[src/inc/gpm_pkg.sv]
/*
  gpm_pkg: register map, field layout and function codes of the eight-pin port.
  Assumes a 32-bit AHB-Lite register bus; every register is one aligned word.
*/
package gpm_pkg;
  localparam int GPM_PINS = 8;
  localparam int GPM_AW = 8;
  localparam logic [7:0] GPM_OFF_CFG = 8'h00;
  localparam logic [7:0] GPM_OFF_OEN = 8'h04;
  localparam logic [7:0] GPM_OFF_PULL = 8'h08;
  localparam logic [7:0] GPM_OFF_IEN = 8'h0c;
  localparam logic [7:0] GPM_OFF_IN = 8'h10;
  localparam logic [7:0] GPM_OFF_OUT = 8'h14;
  localparam logic [7:0] GPM_OFF_SET = 8'h18;
  localparam logic [7:0] GPM_OFF_CLR = 8'h1c;
  localparam logic [7:0] GPM_OFF_TGL = 8'h20;
  localparam logic [7:0] GPM_OFF_EVCFG = 8'h24;
  localparam logic [7:0] GPM_OFF_EVCLR = 8'h28;
  localparam logic [7:0] GPM_OFF_EVFLG = 8'h2c;
  localparam logic [15:0] GPM_RST_CFG = 16'h0000;
  localparam logic [7:0] GPM_RST_BYTE = 8'h00;
  localparam logic [31:0] GPM_ZERO32 = 32'h0000_0000;
  localparam int GPM_FW = 2;
  // per-pin event config nibble: [1:0] edge mode, [2] wake, [3] trigger sequence
  localparam int GPM_EW = 4;
  localparam logic [1:0] GPM_EV_RISE = 2'h0;
  localparam logic [1:0] GPM_EV_FALL = 2'h1;
  localparam logic [1:0] GPM_EV_BOTH = 2'h2;
  localparam logic [1:0] GPM_EV_HIGH = 2'h3;
  localparam int GPM_EV_WAKE_BIT = 2;
  localparam int GPM_EV_SEQ_BIT = 3;
  localparam logic [1:0] GPM_HTRANS_NONSEQ = 2'h2;
  localparam logic [1:0] GPM_FN_00 = 2'h0;
  localparam logic [1:0] GPM_FN_01 = 2'h1;
  localparam logic [1:0] GPM_FN_10 = 2'h2;
  localparam logic [1:0] GPM_FN_11 = 2'h3;
  // what a pin does for one function code
  typedef enum logic [2:0] {
    GPM_SRC_GPIO = 3'h0,
    GPM_SRC_TRIG = 3'h1,
    GPM_SRC_SYNC = 3'h2,
    GPM_SRC_IRQ0 = 3'h3,
    GPM_SRC_IRQ1 = 3'h4,
    GPM_SRC_POR = 3'h5,
    GPM_SRC_HIB = 3'h6,
    GPM_SRC_CLK = 3'h7
  } gpm_src_e;
endpackage : gpm_pkg

[src/rtl/gpm_port.sv]
/*
  gpm_port: eight-pin general-purpose port with per-pin function multiplexer,
  event detection and an AHB-Lite register slave.
  Assumes pins, sequencer, interrupt and power inputs are synchronous to hclk;
  the pad ring resolves pin levels from pin_out and pin_oe.
*/
`timescale 1ns/10ps
module gpm_port
  import gpm_pkg::*;
#(
  parameter int NPINS = GPM_PINS
) (
  input wire logic hclk,
  input wire logic hresetn,
  input wire logic hsel,
  input wire logic [31:0] haddr,
  input wire logic [1:0] htrans,
  input wire logic hwrite,
  input wire logic [2:0] hsize,
  input wire logic [31:0] hwdata,
  input wire logic hready,
  output logic [31:0] hrdata,
  output logic hreadyout,
  output logic hresp,
  input wire logic [NPINS-1:0] pin_in,
  output logic [NPINS-1:0] pin_out,
  output logic [NPINS-1:0] pin_oe,
  output logic [NPINS-1:0] pin_pull_en,
  input wire logic [NPINS-1:0] sequencer_sync_outputs,
  input wire logic irq0_pending,
  input wire logic irq1_pending,
  input wire logic por_level,
  input wire logic hibernate_flag,
  output logic [3:0] seq_trigger,
  output logic external_clock_input,
  output logic [NPINS-1:0] event_wake,
  output logic [NPINS-1:0] event_seq_start
);

  typedef struct packed {
    logic [15:0] pin_function_config;
    logic [7:0] output_enable;
    logic [7:0] pull_enable;
    logic [7:0] input_path_enable;
    logic [7:0] pin_input_data;
    logic [7:0] output_data;
    logic [31:0] event_detect_config;
    logic [7:0] event_flags;
    logic [7:0] pin_prev;
    logic [7:0] wake;
    logic [7:0] seq_start;
    logic dp_wr;
    logic [7:0] dp_addr;
    logic [31:0] rdata;
    logic armed;
  } gpm_state_s;

  gpm_state_s cur;
  gpm_state_s nxt;

  gpm_src_e src [NPINS];
  logic [7:0] det;
  logic [31:0] next_rdata;

  // fixed function table per pin and code
  function automatic gpm_src_e fn_map(input int pin, input logic [1:0] code);
    gpm_src_e s;
    s = GPM_SRC_GPIO;
    if (code == GPM_FN_01) begin
      s = GPM_SRC_TRIG;
    end else if (code == GPM_FN_10) begin
      s = GPM_SRC_SYNC;
    end else begin
      case (pin)
        0: s = (code == GPM_FN_00) ? GPM_SRC_IRQ0 : GPM_SRC_GPIO;
        1: s = (code == GPM_FN_00) ? GPM_SRC_GPIO : GPM_SRC_HIB;
        2: s = (code == GPM_FN_00) ? GPM_SRC_POR : GPM_SRC_CLK;
        3: s = (code == GPM_FN_00) ? GPM_SRC_GPIO : GPM_SRC_IRQ0;
        4: s = (code == GPM_FN_00) ? GPM_SRC_GPIO : GPM_SRC_IRQ1;
        5: s = (code == GPM_FN_00) ? GPM_SRC_GPIO : GPM_SRC_CLK;
        6: s = (code == GPM_FN_00) ? GPM_SRC_GPIO : GPM_SRC_IRQ0;
        7: s = (code == GPM_FN_00) ? GPM_SRC_GPIO : GPM_SRC_IRQ1;
        default: s = GPM_SRC_GPIO;
      endcase
    end
    return s;
  endfunction : fn_map

  // decode and output mux per pin
  for (genvar i = 0; i < NPINS; i++) begin : g_pin
    logic [3:0] ecfg;
    assign src[i] = fn_map(i, cur.pin_function_config[GPM_FW*i +: GPM_FW]);
    assign ecfg = cur.event_detect_config[GPM_EW*i +: GPM_EW];
    // edge/level detector on live pin_in against the registered pin_prev, no extra synchroniser needed;
    // held off for the first cycle after reset so a pin already high is no fresh edge
    always_comb begin
      det[i] = 1'b0;
      if (cur.armed) begin
        case (ecfg[1:0])
          GPM_EV_RISE: det[i] = pin_in[i] & ~cur.pin_prev[i];
          GPM_EV_FALL: det[i] = ~pin_in[i] & cur.pin_prev[i];
          GPM_EV_BOTH: det[i] = pin_in[i] ^ cur.pin_prev[i];
          default: det[i] = pin_in[i];
        endcase
      end
    end
    // driver source chosen by function field
    always_comb begin
      case (src[i])
        GPM_SRC_SYNC: pin_out[i] = sequencer_sync_outputs[i];
        GPM_SRC_IRQ0: pin_out[i] = irq0_pending;
        GPM_SRC_IRQ1: pin_out[i] = irq1_pending;
        GPM_SRC_POR: pin_out[i] = por_level;
        GPM_SRC_HIB: pin_out[i] = hibernate_flag;
        GPM_SRC_GPIO: pin_out[i] = cur.output_data[i];
        default: pin_out[i] = 1'b0;
      endcase
    end
    // dedicated outputs drive always; inputs never; gpio and sync need enable
    assign pin_oe[i] = (src[i] == GPM_SRC_IRQ0) || (src[i] == GPM_SRC_IRQ1)
                       || (src[i] == GPM_SRC_POR) || (src[i] == GPM_SRC_HIB)
                       || (((src[i] == GPM_SRC_GPIO) || (src[i] == GPM_SRC_SYNC))
                           && cur.output_enable[i]);
  end

  // trigger inputs: pins 0-3 and 4-7 map to sequences 0-3
  always_comb begin
    seq_trigger = 4'h0;
    external_clock_input = 1'b0;
    for (int i = 0; i < NPINS; i++) begin
      if (src[i] == GPM_SRC_TRIG) begin
        seq_trigger[i % 4] = seq_trigger[i % 4] | pin_in[i];
      end
      if (src[i] == GPM_SRC_CLK) begin
        external_clock_input = external_clock_input | pin_in[i];
      end
    end
  end

  assign pin_pull_en = cur.pull_enable;
  assign event_wake = cur.wake;
  assign event_seq_start = cur.seq_start;
  assign hreadyout = 1'b1;
  assign hresp = 1'b0;
  assign hrdata = cur.rdata;

  logic addr_ok;
  assign addr_ok = hsel && hready && (htrans == GPM_HTRANS_NONSEQ);

  // read mux; write-only registers read zero
  always_comb begin
    next_rdata = GPM_ZERO32;
    case (haddr[GPM_AW-1:0])
      GPM_OFF_CFG: next_rdata = {16'h0000, cur.pin_function_config};
      GPM_OFF_OEN: next_rdata = {24'h000000, cur.output_enable};
      GPM_OFF_PULL: next_rdata = {24'h000000, cur.pull_enable};
      GPM_OFF_IEN: next_rdata = {24'h000000, cur.input_path_enable};
      GPM_OFF_IN: next_rdata = {24'h000000, cur.pin_input_data};
      GPM_OFF_OUT: next_rdata = {24'h000000, cur.output_data};
      GPM_OFF_EVCFG: next_rdata = cur.event_detect_config;
      GPM_OFF_EVFLG: next_rdata = {24'h000000, cur.event_flags};
      default: next_rdata = GPM_ZERO32;
    endcase
  end

  // next-state: bus writes land in the data phase, one cycle after address
  always_comb begin
    logic [7:0] wd;
    logic [7:0] evclr;
    wd = hwdata[7:0];
    evclr = 8'h00;
    nxt = cur;
    nxt.armed = 1'b1; // pin_prev holds a real sample from here on
    nxt.dp_wr = addr_ok && hwrite;
    nxt.dp_addr = haddr[GPM_AW-1:0];
    if (addr_ok && !hwrite) begin
      nxt.rdata = next_rdata;
    end
    nxt.pin_input_data = pin_in & cur.input_path_enable;
    nxt.pin_prev = pin_in;
    if (cur.dp_wr) begin
      case (cur.dp_addr)
        GPM_OFF_CFG: nxt.pin_function_config = hwdata[15:0];
        GPM_OFF_OEN: nxt.output_enable = wd;
        GPM_OFF_PULL: nxt.pull_enable = wd;
        GPM_OFF_IEN: nxt.input_path_enable = wd;
        GPM_OFF_OUT: nxt.output_data = wd;
        GPM_OFF_SET: nxt.output_data = cur.output_data | wd;
        GPM_OFF_CLR: nxt.output_data = cur.output_data & ~wd;
        GPM_OFF_TGL: nxt.output_data = cur.output_data ^ wd;
        GPM_OFF_EVCFG: nxt.event_detect_config = hwdata;
        GPM_OFF_EVCLR: evclr = wd;
        default: evclr = 8'h00;
      endcase
    end
    // a new detection in the clearing cycle wins over the clear
    nxt.event_flags = (cur.event_flags & ~evclr) | det;
    for (int i = 0; i < NPINS; i++) begin
      nxt.wake[i] = det[i] & cur.event_detect_config[GPM_EW*i + GPM_EV_WAKE_BIT];
      nxt.seq_start[i] = det[i] & cur.event_detect_config[GPM_EW*i + GPM_EV_SEQ_BIT];
    end
  end

  // state register, all zero after reset
  always_ff @(posedge hclk or negedge hresetn) begin
    if (!hresetn) begin
      cur <= '0;
    end else begin
      cur <= nxt;
    end
  end

  property p_set_only_ones;
    @(posedge hclk) disable iff (!hresetn)
    (cur.dp_wr && cur.dp_addr == GPM_OFF_SET) |=> cur.output_data == ($past(cur.output_data) | $past(hwdata[7:0]));
  endproperty
  a_set_only_ones: assert property (p_set_only_ones) else $error("set register wrong");

  property p_clr_only_ones;
    @(posedge hclk) disable iff (!hresetn)
    (cur.dp_wr && cur.dp_addr == GPM_OFF_CLR) |=> cur.output_data == ($past(cur.output_data) & ~$past(hwdata[7:0]));
  endproperty
  a_clr_only_ones: assert property (p_clr_only_ones) else $error("clear register wrong");

  property p_input_gated;
    @(posedge hclk) disable iff (!hresetn)
    ##1 (cur.pin_input_data == ($past(pin_in) & $past(cur.input_path_enable)));
  endproperty
  a_input_gated: assert property (p_input_gated) else $error("input sample not gated");

  property p_gpio_drive;
    @(posedge hclk) disable iff (!hresetn)
    (src[0] == GPM_SRC_GPIO && cur.output_enable[0]) |-> (pin_oe[0] && pin_out[0] == cur.output_data[0]);
  endproperty
  a_gpio_drive: assert property (p_gpio_drive) else $error("pin 0 not driving output data");

  property p_sync_needs_oe;
    @(posedge hclk) disable iff (!hresetn)
    (src[4] == GPM_SRC_SYNC && !cur.output_enable[4]) |-> !pin_oe[4];
  endproperty
  a_sync_needs_oe: assert property (p_sync_needs_oe) else $error("sync drove without enable");

  property p_irq_high;
    @(posedge hclk) disable iff (!hresetn)
    (cur.pin_function_config[15:14] == GPM_FN_11 && irq1_pending) |-> (pin_oe[7] && pin_out[7]);
  endproperty
  a_irq_high: assert property (p_irq_high) else $error("pin 7 not high on irq1");

  property p_irq_low;
    @(posedge hclk) disable iff (!hresetn)
    (cur.pin_function_config[1:0] == GPM_FN_00 && !irq0_pending) |-> !pin_out[0];
  endproperty
  a_irq_low: assert property (p_irq_low) else $error("pin 0 not low after irq0 clear");

  property p_evclr;
    @(posedge hclk) disable iff (!hresetn)
    (cur.dp_wr && cur.dp_addr == GPM_OFF_EVCLR && hwdata[0] && !det[0]) |=> !cur.event_flags[0];
  endproperty
  a_evclr: assert property (p_evclr) else $error("event flag 0 not cleared");

  property p_pull;
    @(posedge hclk) disable iff (!hresetn)
    (cur.dp_wr && cur.dp_addr == GPM_OFF_PULL) |=> pin_pull_en == $past(hwdata[7:0]);
  endproperty
  a_pull: assert property (p_pull) else $error("pull enable not updated");

  property p_wake_pulse;
    @(posedge hclk) disable iff (!hresetn)
    (det[4] && cur.event_detect_config[GPM_EW*4 + GPM_EV_WAKE_BIT]) |=> event_wake[4];
  endproperty
  a_wake_pulse: assert property (p_wake_pulse) else $error("pin 4 event gave no wake pulse");

  property p_seq_pulse;
    @(posedge hclk) disable iff (!hresetn)
    (det[6] && cur.event_detect_config[GPM_EW*6 + GPM_EV_SEQ_BIT]) |=> event_seq_start[6];
  endproperty
  a_seq_pulse: assert property (p_seq_pulse) else $error("pin 6 event gave no sequence start");

  property p_flag_set;
    @(posedge hclk) disable iff (!hresetn)
    det[5] |=> cur.event_flags[5];
  endproperty
  a_flag_set: assert property (p_flag_set) else $error("pin 5 event flag lost");

  property p_pin0_gpio;
    @(posedge hclk) disable iff (!hresetn)
    (cur.pin_function_config[GPM_FW*0 +: GPM_FW] == GPM_FN_11) |-> (pin_oe[0] == cur.output_enable[0]);
  endproperty
  a_pin0_gpio: assert property (p_pin0_gpio) else $error("pin 0 general I/O enable wrong");

  property p_pin1_hib;
    @(posedge hclk) disable iff (!hresetn)
    (cur.pin_function_config[GPM_FW*1 +: GPM_FW] == GPM_FN_11) |-> (pin_oe[1] && pin_out[1] == hibernate_flag);
  endproperty
  a_pin1_hib: assert property (p_pin1_hib) else $error("pin 1 not showing hibernate flag");

  property p_pin1_trig;
    @(posedge hclk) disable iff (!hresetn)
    (src[1] == GPM_SRC_TRIG) |-> (!pin_oe[1] && (seq_trigger[1] || !pin_in[1]));
  endproperty
  a_pin1_trig: assert property (p_pin1_trig) else $error("pin 1 trigger input wrong");

  property p_pin2_por;
    @(posedge hclk) disable iff (!hresetn)
    (cur.pin_function_config[GPM_FW*2 +: GPM_FW] == GPM_FN_00) |-> (pin_oe[2] && pin_out[2] == por_level);
  endproperty
  a_pin2_por: assert property (p_pin2_por) else $error("pin 2 not showing reset level");

  property p_pin3_irq0;
    @(posedge hclk) disable iff (!hresetn)
    (cur.pin_function_config[GPM_FW*3 +: GPM_FW] == GPM_FN_11 && irq0_pending) |-> (pin_oe[3] && pin_out[3]);
  endproperty
  a_pin3_irq0: assert property (p_pin3_irq0) else $error("pin 3 not high on irq0");

  property p_pin4_irq1;
    @(posedge hclk) disable iff (!hresetn)
    (cur.pin_function_config[GPM_FW*4 +: GPM_FW] == GPM_FN_11 && irq1_pending) |-> (pin_oe[4] && pin_out[4]);
  endproperty
  a_pin4_irq1: assert property (p_pin4_irq1) else $error("pin 4 not high on irq1");

  property p_pin5_clk;
    @(posedge hclk) disable iff (!hresetn)
    (cur.pin_function_config[GPM_FW*5 +: GPM_FW] == GPM_FN_11 && pin_in[5]) |-> (external_clock_input && !pin_oe[5]);
  endproperty
  a_pin5_clk: assert property (p_pin5_clk) else $error("pin 5 clock input not passed");

  property p_pin6_irq0_low;
    @(posedge hclk) disable iff (!hresetn)
    (cur.pin_function_config[GPM_FW*6 +: GPM_FW] == GPM_FN_11 && !irq0_pending) |-> (pin_oe[6] && !pin_out[6]);
  endproperty
  a_pin6_irq0_low: assert property (p_pin6_irq0_low) else $error("pin 6 not low with irq0 clear");

endmodule : gpm_port

[config.mk]
export PLATFORM = sky130hd
export DESIGN_NAME = gpm_port
export DESIGN_NICKNAME = d
export VERILOG_FILES = /design/src/inc/gpm_pkg.sv /design/src/rtl/gpm_port.sv
export SDC_FILE = /design/constraint.sdc
export NUM_CORES = 1
export LEC_CHECK = 0
export BUFFER_PORTS_ARGS = -buffer_cell sky130_fd_sc_hd__buf_4
export CAP_MARGIN = 5
export CORE_MARGIN = 2
export CORE_UTILIZATION = 60
export DETAILED_ROUTE_END_ITERATION = 16
export HOLD_SLACK_MARGIN = 0.12
export PLACE_DENSITY = 0.86
export SYNTH_ARGS = -nofsm -noshare
export SYNTH_HDL_FRONTEND = slang
export SYNTH_SLANG_ARGS = --single-unit
[constraint.sdc]
create_clock -name hclk -period 3.9 [get_ports hclk]
set_clock_uncertainty 0.1 [all_clocks]
set_input_delay 0.585 -clock hclk [delete_from_list [all_inputs] [get_ports hclk]]
set_output_delay 0.585 -clock hclk [all_outputs]
set_load 0.02 [all_outputs]
; ---- After elaboration in Yosys (flattened, before gate mapping)
; Cells that the tools add are included.
[word_totals]
reg_bits = 162
latch_bits = 0
ramBits = 0
rom_bits = 0
out_inout_bits = 79
wordCells = 349
mem_count = 0
[op_classes]
addsub = 0
mul = 0
div_mod_pow = 0
order_cmp = 0
eq_ne = 105
shifts = 0
muxes = 68
bitwise_logic = 75
n_reduce_logical = 86
[op_table]
columns = cell, count
row1 = 32-bit case mux with 8 select lines, 1
row2 = 3-bit == test (second input constant), 32
row3 = 3-bit by 2-bit == test with 1-bit output (second input constant), 16
row4 = 1-bit case mux with 6 select lines, 8
row5 = 3-bit 2-to-1 mux, 15
row6 = 8-bit by 5-bit == test with 1-bit output (second input constant), 5
row7 = 8-bit by 6-bit == test with 1-bit output (second input constant), 5
row8 = 1-bit logical OR, 40
row9 = 2-bit == test (second input constant), 17
row10 = 1-bit bitwise AND, 32
row11 = 2-bit by 1-bit == test with 1-bit output (second input constant), 16
row12 = 8-bit by 4-bit == test with 1-bit output (second input constant), 4
row13 = 2-bit logical NOT, 16
row14 = 8-bit case mux with 4 select lines, 1
row15 = 8-bit bitwise AND, 3
row16 = 3-bit by 1-bit == test with 1-bit output (second input constant), 8
row17 = 3-bit logical NOT, 8
row18 = 1-bit 2-to-1 mux, 24
row19 = 1-bit case mux with 3 select lines, 8
row20 = 2-bit 2-to-1 mux, 9
row21 = 8-bit by 3-bit == test with 1-bit output (second input constant), 2
row22 = 8-bit logical NOT, 2
row23 = 8-bit 2-to-1 mux, 2
row24 = 1-bit inverter, 16
row25 = 9 further kinds, 44

; ---- Logic depth before layout (Yosys ltp)
; Gate-level depths: netlist (run 1).
[logic_depth]
depth_word = 20
mapped_depth = 7

; ---- Least setup slack after synthesis (run 1)
; OpenSTA, ideal clock, no wires.
[synth_path]
path_type = register to output
start = reg cur[150] (netlist name)
end = out pin_out[2]
arrival_ns = 1.592
slack_ns = 1.623
stages_incl_launch_ff = 7
path_buffers = 0
path_cell_list = dfrtp_1 > inv_1 > ha_1 > nor2b_1 > o21bai_1 > a32oi_1 > o21ai_0
[synth_between]
elab_chain_len = 6
[synth_rtl]
columns = item, line
row1 = start: declaration, gpm_port.sv:58  ; gpm_state_s cur;
row2 = start signal: assignment, gpm_port.sv:209  ; cur <= nxt;
row3 = 2-bit logical NOT, gpm_port.sv:77  ; 2: s = (code == GPM_FN_00) ? GPM_SRC_POR : GPM_SRC_CLK;
row4 = 2-bit 2-to-1 mux, gpm_port.sv:77
row5 = 3-bit 2-to-1 mux, gpm_port.sv:71  ; end else if (code == GPM_FN_10) begin
row6 = 3-bit 2-to-1 mux *, gpm_port.sv:69  ; if (code == GPM_FN_01) begin
row7 = 3-bit == test (tied with other cells), gpm_port.sv:109  ; case (src[i])
row8 = 1-bit case mux with 6 select lines *, gpm_port.sv:109
row9 = end: declaration, gpm_port.sv:26  ; output logic [NPINS-1:0] pin_out,
; Mark *: on every way between the ends. The rest lies on a longest branch, timed or not.

; ---- Worst setup path in the final report (run 1)
; Ends and elaborated chain as after synthesis.

==> qor.yml, run 1 <==
pwr:
  switching_power_mw: 0.977
  power_frac_comb_pct: 10.9
  leakage_nw: 4.87
  power_frac_clock_pct: 42.9
  ir_drop_mv: 0.335
  seqPwrFrac_pct: 46.2
  p_int_mw: 2.92
  powerDensity_mw_per_mm2: 400
  swShare_pct: 25.1
detailed_routing:
  vias: 6096
  wl_per_cell_um: 21.0
  ant_nets: 0
  drt-total-wl_mm: 21.1
  drc: 0
  drt-initial-drc-count: 509
  drt_pass1_iterations: 5
  drt-vias-per-instance: 6.08
timing:
  setup_tns_ns: 0
  timing_hold_violations_final: 0
  fmaxAchievable_ghz: 0.357
  drv_slew: 0
  setup_ws_ns: 1.10
  rsz0062_at_grt: "no"
  min_period_ns: 2.80
  hold_ws_ns: 0.0843
  finalSetupViolCount: 0
  fin_crit_sh_pct: 71.9
  tightest_slew_ns: 0.980
  relSlewSlack_pct: 34.4
final_layout:
  fill_cells: 942
  fin_area_mm2: 0.00973
  area.growth.synth_to_final_pct: 16.7
  stdcell_count: 1002
  diodes: 0
  final_nets: 941
  drive_gt1_share_pct: 34.4
  layout_common_cells: "dfrtp_1 (162), buf_4 (147), mux2_2 (73), inv_1 (62), nand2_1 (48)"
  final_common_cell: "dfrtp_1"
yosys:
  synth_sequential_area_ratio_pct: 48.6
  synth-edff-count: 0
  ys_types: 54
  postSynthAreaPerCell_um2: 11.5
  ys_seq_elements: 162
  synth-main-ff-cell: "dfrtp_1"
  synth_warnings: 0
  synthCells: 726
  ys_async_sr_fraction_pct: 100
  synth_area_mm2: 0.00834
placement:
  io_buffers: 143
  placed_cell_area_mm2: 0.00913
  gp_congestion: 0.923
  dp_hpwl_mm: 15.1
  place_ws_ns: 1.30
  placed_cells: 970
floorplanning:
  die_area_mm2: 0.0149
  die_y_um: 122
  core_mm2: 0.0137
  start_util_pct: 60.8
  pin_count: 173
  rows: 43
  die_w_um: 122
critical_path:
  r2r_end: "cur[153]"
  arrival_ns: 2.12
  required_ns: 3.21
  reg2reg_slack_ns: 1.33
  cp-end-kind: "output port"
  path_class: "reg -> out"
  startpoint_type: "flip-flop"
  worst-path-max-fanout: 5
  crit-reg2reg-launch: "cur[35]"
  crit_start: "cur[150]"
  crit_end: "pin_out[2]"
  r2r_cells: 3
clocking:
  tritoncts: "built"
  worstSkewPairLatency_ns: 0.43
  cts_buffers: 17
  clock_path_buffers: 2
  h-tree-depth: 4
  cts.sinks: 162
  root_buffer: "clkbuf_16"
  hold_buffers: 0
  cts-resized-gates: 0
  path_clk_slew_ns: 0.06
  postCtsSetupBuffers: 0
grt:
  grt_pass1_vias: 6294
  grt.overflow.total: 0
  antenna_found_initial: 0
  grt_pass1_wl_mm: 32.6
  grtUsageTotal_pct: 29.4
  grt_max_degree: 87
outcome:
  status: "finished, final reports clean"
flow_run:
  cap_violations: 0
min_path:
  hp-class: "in -> async"
worst max-delay path: stages (launching register included):
cell and delay [ns]:
dfrtp_1 0.42, inv_1 0.15, ha_1 0.37, nor2b_1 0.15
o21bai_1 0.13, a32oi_1 0.07, o21ai_0 0.20, buf_4 0.18
worst min-delay path by stage:
stage,startpoint,endpoint,slack (ns),cells after the start
after global routing,hresetn,hrdata[31],0.15,1
after detailed placement,cur[75],cur[75],0.37,2
after global placement,cur[81],cur[81],0.36,2
after CTS,hresetn,event_seq_start[7],0.13,1
after floorplan,hresetn,cur[0],0.19,0
final,hresetn,event_seq_start[7],0.08,1
layer usage:
| metal | vias up | routed length, um | track usage [%] |
|---|---|---|---|
| met5 | - | 0 | 0 |
| met4 | 0 | 729 | 13.8 |
| met3 | 62 | 1870 | 7.21 |
| met2 | 334 | 10300 | 48.2 |
| met1 | 3039 | 8140 | 37.0 |
| li1 | 2661 | - | - |
layout make-up:
type                    instances  area (um^2)  area share (%)
flip-flops and latches        162         4050            41.6
multi-input cells             418         3510            36.0
repair buffers                148         1110            11.5
clock buffers                  23          508            5.22
inverters                      62          233            2.39
well taps                     180          225            2.31
clock inverters                 9         93.8           0.964
registers in the layout, indices dropped and copies added (netlist names):
| signal | count |
|---|---|
| hrdata | 32 |
| event_wake | 8 |
| pin_pull_en | 8 |
| cur | 106 |
| event_seq_start | 8 |
Yosys cell counts, drive strengths merged, types with 9 or more instances:
| master | number | area (um^2) |
|---|---|---|
| nand2 | 48 | 180 |
| nand3 | 9 | 50.1 |
| mux2 | 74 | 833 |
| a22o | 20 | 175 |
| and2 | 9 | 56.3 |
| nor2 | 27 | 101 |
| ha | 38 | 475 |
| or2 | 9 | 56.3 |
| mux2i | 34 | 353 |
| dfrtp | 162 | 4050 |
| a32o | 9 | 90.1 |
| clkbuf | 15 | 56.3 |
| inv | 62 | 233 |
| buf | 70 | 497 |
| a22oi | 15 | 113 |
| o22ai | 10 | 62.6 |
| o21ai | 32 | 160 |
cell families after synthesis:
| logic type | count (synthesis) | synth area share [%] |
|---|---|---|
| buffers and inverters | 147 | 9.42 |
| and+or+nand+nor | 144 | 9.60 |
| other | 2 | 0.0900 |
| AOI/OAI and AO/OA | 117 | 10.2 |
| muxes | 116 | 16.4 |
| adders and majority gates | 38 | 5.70 |
| DFF | 162 | 48.6 |
power groups by stage:
| stage | registers [mW] | clock network [mW] | logic (mW) |
|---|---|---|---|
| after global routing | 1.80 | 1.76 | 0.460 |
| after detailed placement | 1.83 | 0 | 0.422 |
| after CTS | 1.80 | 1.69 | 0.425 |
| final | 1.80 | 1.67 | 0.425 |
| after floorplan | 1.80 | 0 | 0.244 |
| after global placement | 1.82 | 0 | 0.403 |
metrics by stage:
stage               total power, mW  utilization [%]
finish                         3.89             71.0
global route                   4.03             71.0
CTS                            3.91             71.0
detailed placement             2.25             66.6
global placement               2.22             66.6
floorplan                      2.05                -
Power figures use the tool's default switching activity.
==> run 2, diff against run 1 <==
- ABC_AREA: default -> 1
- CORE_UTILIZATION: 60 -> 50
- PLACE_DENSITY: 0.86 -> 0.77
- clock period: 3.9 -> 2.37 ns (I/O delays scaled with it)
==> qor.yml, run 2 <==
outcome:
  status: "finished, final reports clean"
critical_path:
  worst-path-max-fanout: 4
  cp-end-kind: "output port"
  critPathTopFamily: "compound AO/OA/AOI/OAI gates"
  path_class: "reg -> out"
  crit_path_top_delay_cell: "a2111oi_0"
  path_cells: "inv_1 > nor2_1 > a2111oi_0 > buf_4"
  slowest_delay_ns: 0.51
  cp_num_buf_inv: 2
  arrival_ns: 1.80
  required_ns: 1.91
  startpoint_type: "flip-flop"
placement:
  place_ws_ns: 0.408
  placed_cells: 1341
  gp_congestion: 0.924
  dp_hpwl_mm: 16.2
  io_buffers: 143
  placed_cell_area_mm2: 0.00938
grt:
  met2_usage_pct: 44.3
  gr-usage-met3_pct: 4.57
  grt.overflow.total: 0
  grt.busiest_layer: "met2"
  grt_pass1_wl_mm: 37.0
  met1_usage_pct: 35.4
  grt_max_degree: 56
  antenna_found_initial: 0
  grt_pass1_vias: 7145
  grtUsageTotal_pct: 26.8
yosys:
  synth_area_mm2: 0.00841
  yosysMostFrequentCell: "nand2_1"
  ys_types: 33
  synth.largest_area_cell: "dfrtp_1"
  ys_top_cells_by_count: "nand2_1 (291), dfrtp_1 (162), inv_1 (114), nor2_1 (93), nand3_1 (82)"
  ys_seq_elements: 162
  yosys-top-cells-area: "dfrtp_1 (48%), nand2_1 (13%), ha_1 (5.7%), buf_4 (5.4%), inv_1 (5.1%)"
  synthCells: 1042
  postSynthAreaPerCell_um2: 8.07
  synth_top_area_share_pct: 48.2
  synth-edff-count: 0
  ys_async_sr_fraction_pct: 100
  synth-main-ff-cell: "dfrtp_1"
  synth_sequential_area_ratio_pct: 48.2
  synth_warnings: 0
final_layout:
  fin_area_mm2: 0.0105
  multi_input_area_mm2: 0.00337
  regMostFlops: "cur"
  final_nets: 1323
  final_common_cell: "nand2_1"
  regArea_mm2: 0.00405
  drive_gt1_share_pct: 18.3
  final_core_util_pct: 63.5
  layout_common_cells: "nand2_1 (291), dfrtp_1 (162), buf_4 (162), inv_1 (112), nor2_1 (93)"
  fill_cells: 1378
  area.growth.synth_to_final_pct: 24.8
  diodes: 0
  largest_reg_flops: 106
  stdcell_count: 1423
timing:
  rsz0062_at_grt: "no"
  drv_slew: 0
  tightest_slew_ns: 0.535
  relSlewSlack_pct: 63.4
  min_period_ns: 2.25
  setup_tns_ns: 0
  fmaxAchievable_ghz: 0.444
  finalSetupViolCount: 0
  timing_hold_violations_final: 0
  setup_ws_ns: 0.119
  fin_crit_sh_pct: 95.0
floorplanning:
  die_w_um: 134
  die_y_um: 134
  die_area_mm2: 0.0179
  rows: 47
  pin_count: 173
  core_mm2: 0.0165
  start_util_pct: 50.9
pwr:
  seqPwrFrac_pct: 46.3
  p_int_mw: 4.69
  power_frac_clock_pct: 43.9
  switching_power_mw: 1.51
  swShare_pct: 24.4
  powerDensity_mw_per_mm2: 592
  ir_drop_mv: 0.516
  power_frac_comb_pct: 9.8
  leakage_nw: 5.65
detailed_routing:
  wl_per_cell_um: 16.4
  drt-total-wl_mm: 23.3
  vias: 7443
  drt_pass1_iterations: 5
  drt-initial-drc-count: 578
  ant_nets: 0
  drc: 0
  drt-vias-per-instance: 5.23
clocking:
  worstSkewPairLatency_ns: 0.42
  cts_buffers: 17
  clock_path_buffers: 2
  path_clk_slew_ns: 0.06
  root_buffer: "clkbuf_16"
  cts.sinks: 162
  h-tree-depth: 4
  tritoncts: "built"
min_path:
  hp-class: "in -> reg"
flow_run:
  cap_violations: 0
## run 2: cell count changes after synthesis, sizes merged, moves of 9 or more
cell and change:
a21oi +18, a22o -19, a22oi -14, and2 -9, inv +53, mux2 -74, mux2i -34, nand2 +249
nand3 +73, nor2 +77, o21ai +62, o31ai +12, or2 -9
## run 2: area by class of cell
type | count | share of cell area (%)
multi-input cells | 679 | 32.1
repair buffers | 215 | 16.9
inverters | 116 | 4.15
clock inverters | 11 | 1.23
clock buffers | 20 | 4.35
flip-flops and latches | 162 | 38.6
well taps | 220 | 2.62
## run 2: logic make-up after synthesis
| logic type | Yosys count | synth area share, % |
|---|---|---|
| buffers and inverters | 202 | 12.0 |
| other | 2 | 0.0893 |
| adder cells (fa/ha/maj) | 38 | 5.66 |
| AO/OA/AOI/OAI | 148 | 9.90 |
| flip-flops | 162 | 48.2 |
| AND/OR/NAND/NOR | 490 | 24.2 |
## run 2: power by group through the flow
stage	Sequential (mW)	Combinational, mW	Clock (mW)
2_1_floorplan	2.91	0.260	0
4_1_cts	2.87	0.604	2.76
5_1_grt	2.88	0.664	2.88
3_3_place_gp	2.92	0.526	0
3_5_place_dp	2.92	0.536	0
6_report	2.87	0.605	2.73
## run 2: worst register-to-register path, delay by kind of cell, from the launching register on
kind                   cells  cell delay [ns]
flip-flops                 1             0.36
buffers and inverters      1             0.05
AND/OR/NAND/NOR            4             1.02
AO/OA/AOI/OAI              1             0.33
## run 2: what timing repair did
item                       4_1_cts  5_1_grt
buffers inserted                 2        0
pin swaps                        0        0
hold endpoints to repair       112        0
resized for setup                0        5
hold buffers                    49        0
setup endpoints to repair        1        1
## run 2: layer usage
metal | vias to the layer above | part of all wire (%)
met5 | - | 0
met4 | 0 | 2.4
met3 | 35 | 7.5
met2 | 320 | 48
met1 | 3531 | 42
li1 | 3557 | -
## run 2: final timing paths
check	start	to	slack (ns)	depth (start not counted)
max in group asynchronous	hresetn	cur[79]	1.15	3
max reg2reg	cur[34]	cur[68]	0.40	6
min	hwdata[1]	cur[107]	0.14	5
min in group asynchronous	hresetn	cur[106]	0.38	2
min reg2reg	hrdata[10]	hrdata[10]	0.38	2
max	cur[154]	pin_out[4]	0.12	4
## run 2: stage by stage
step | power [mW] | hold WS [ns]
CTS | 6.23 | 0.136
detailed placement | 3.46 | 0.263
global placement | 3.45 | 0.264
finish | 6.21 | 0.145
floorplan | 3.17 | -0.0401
global route | 6.42 | 0.160
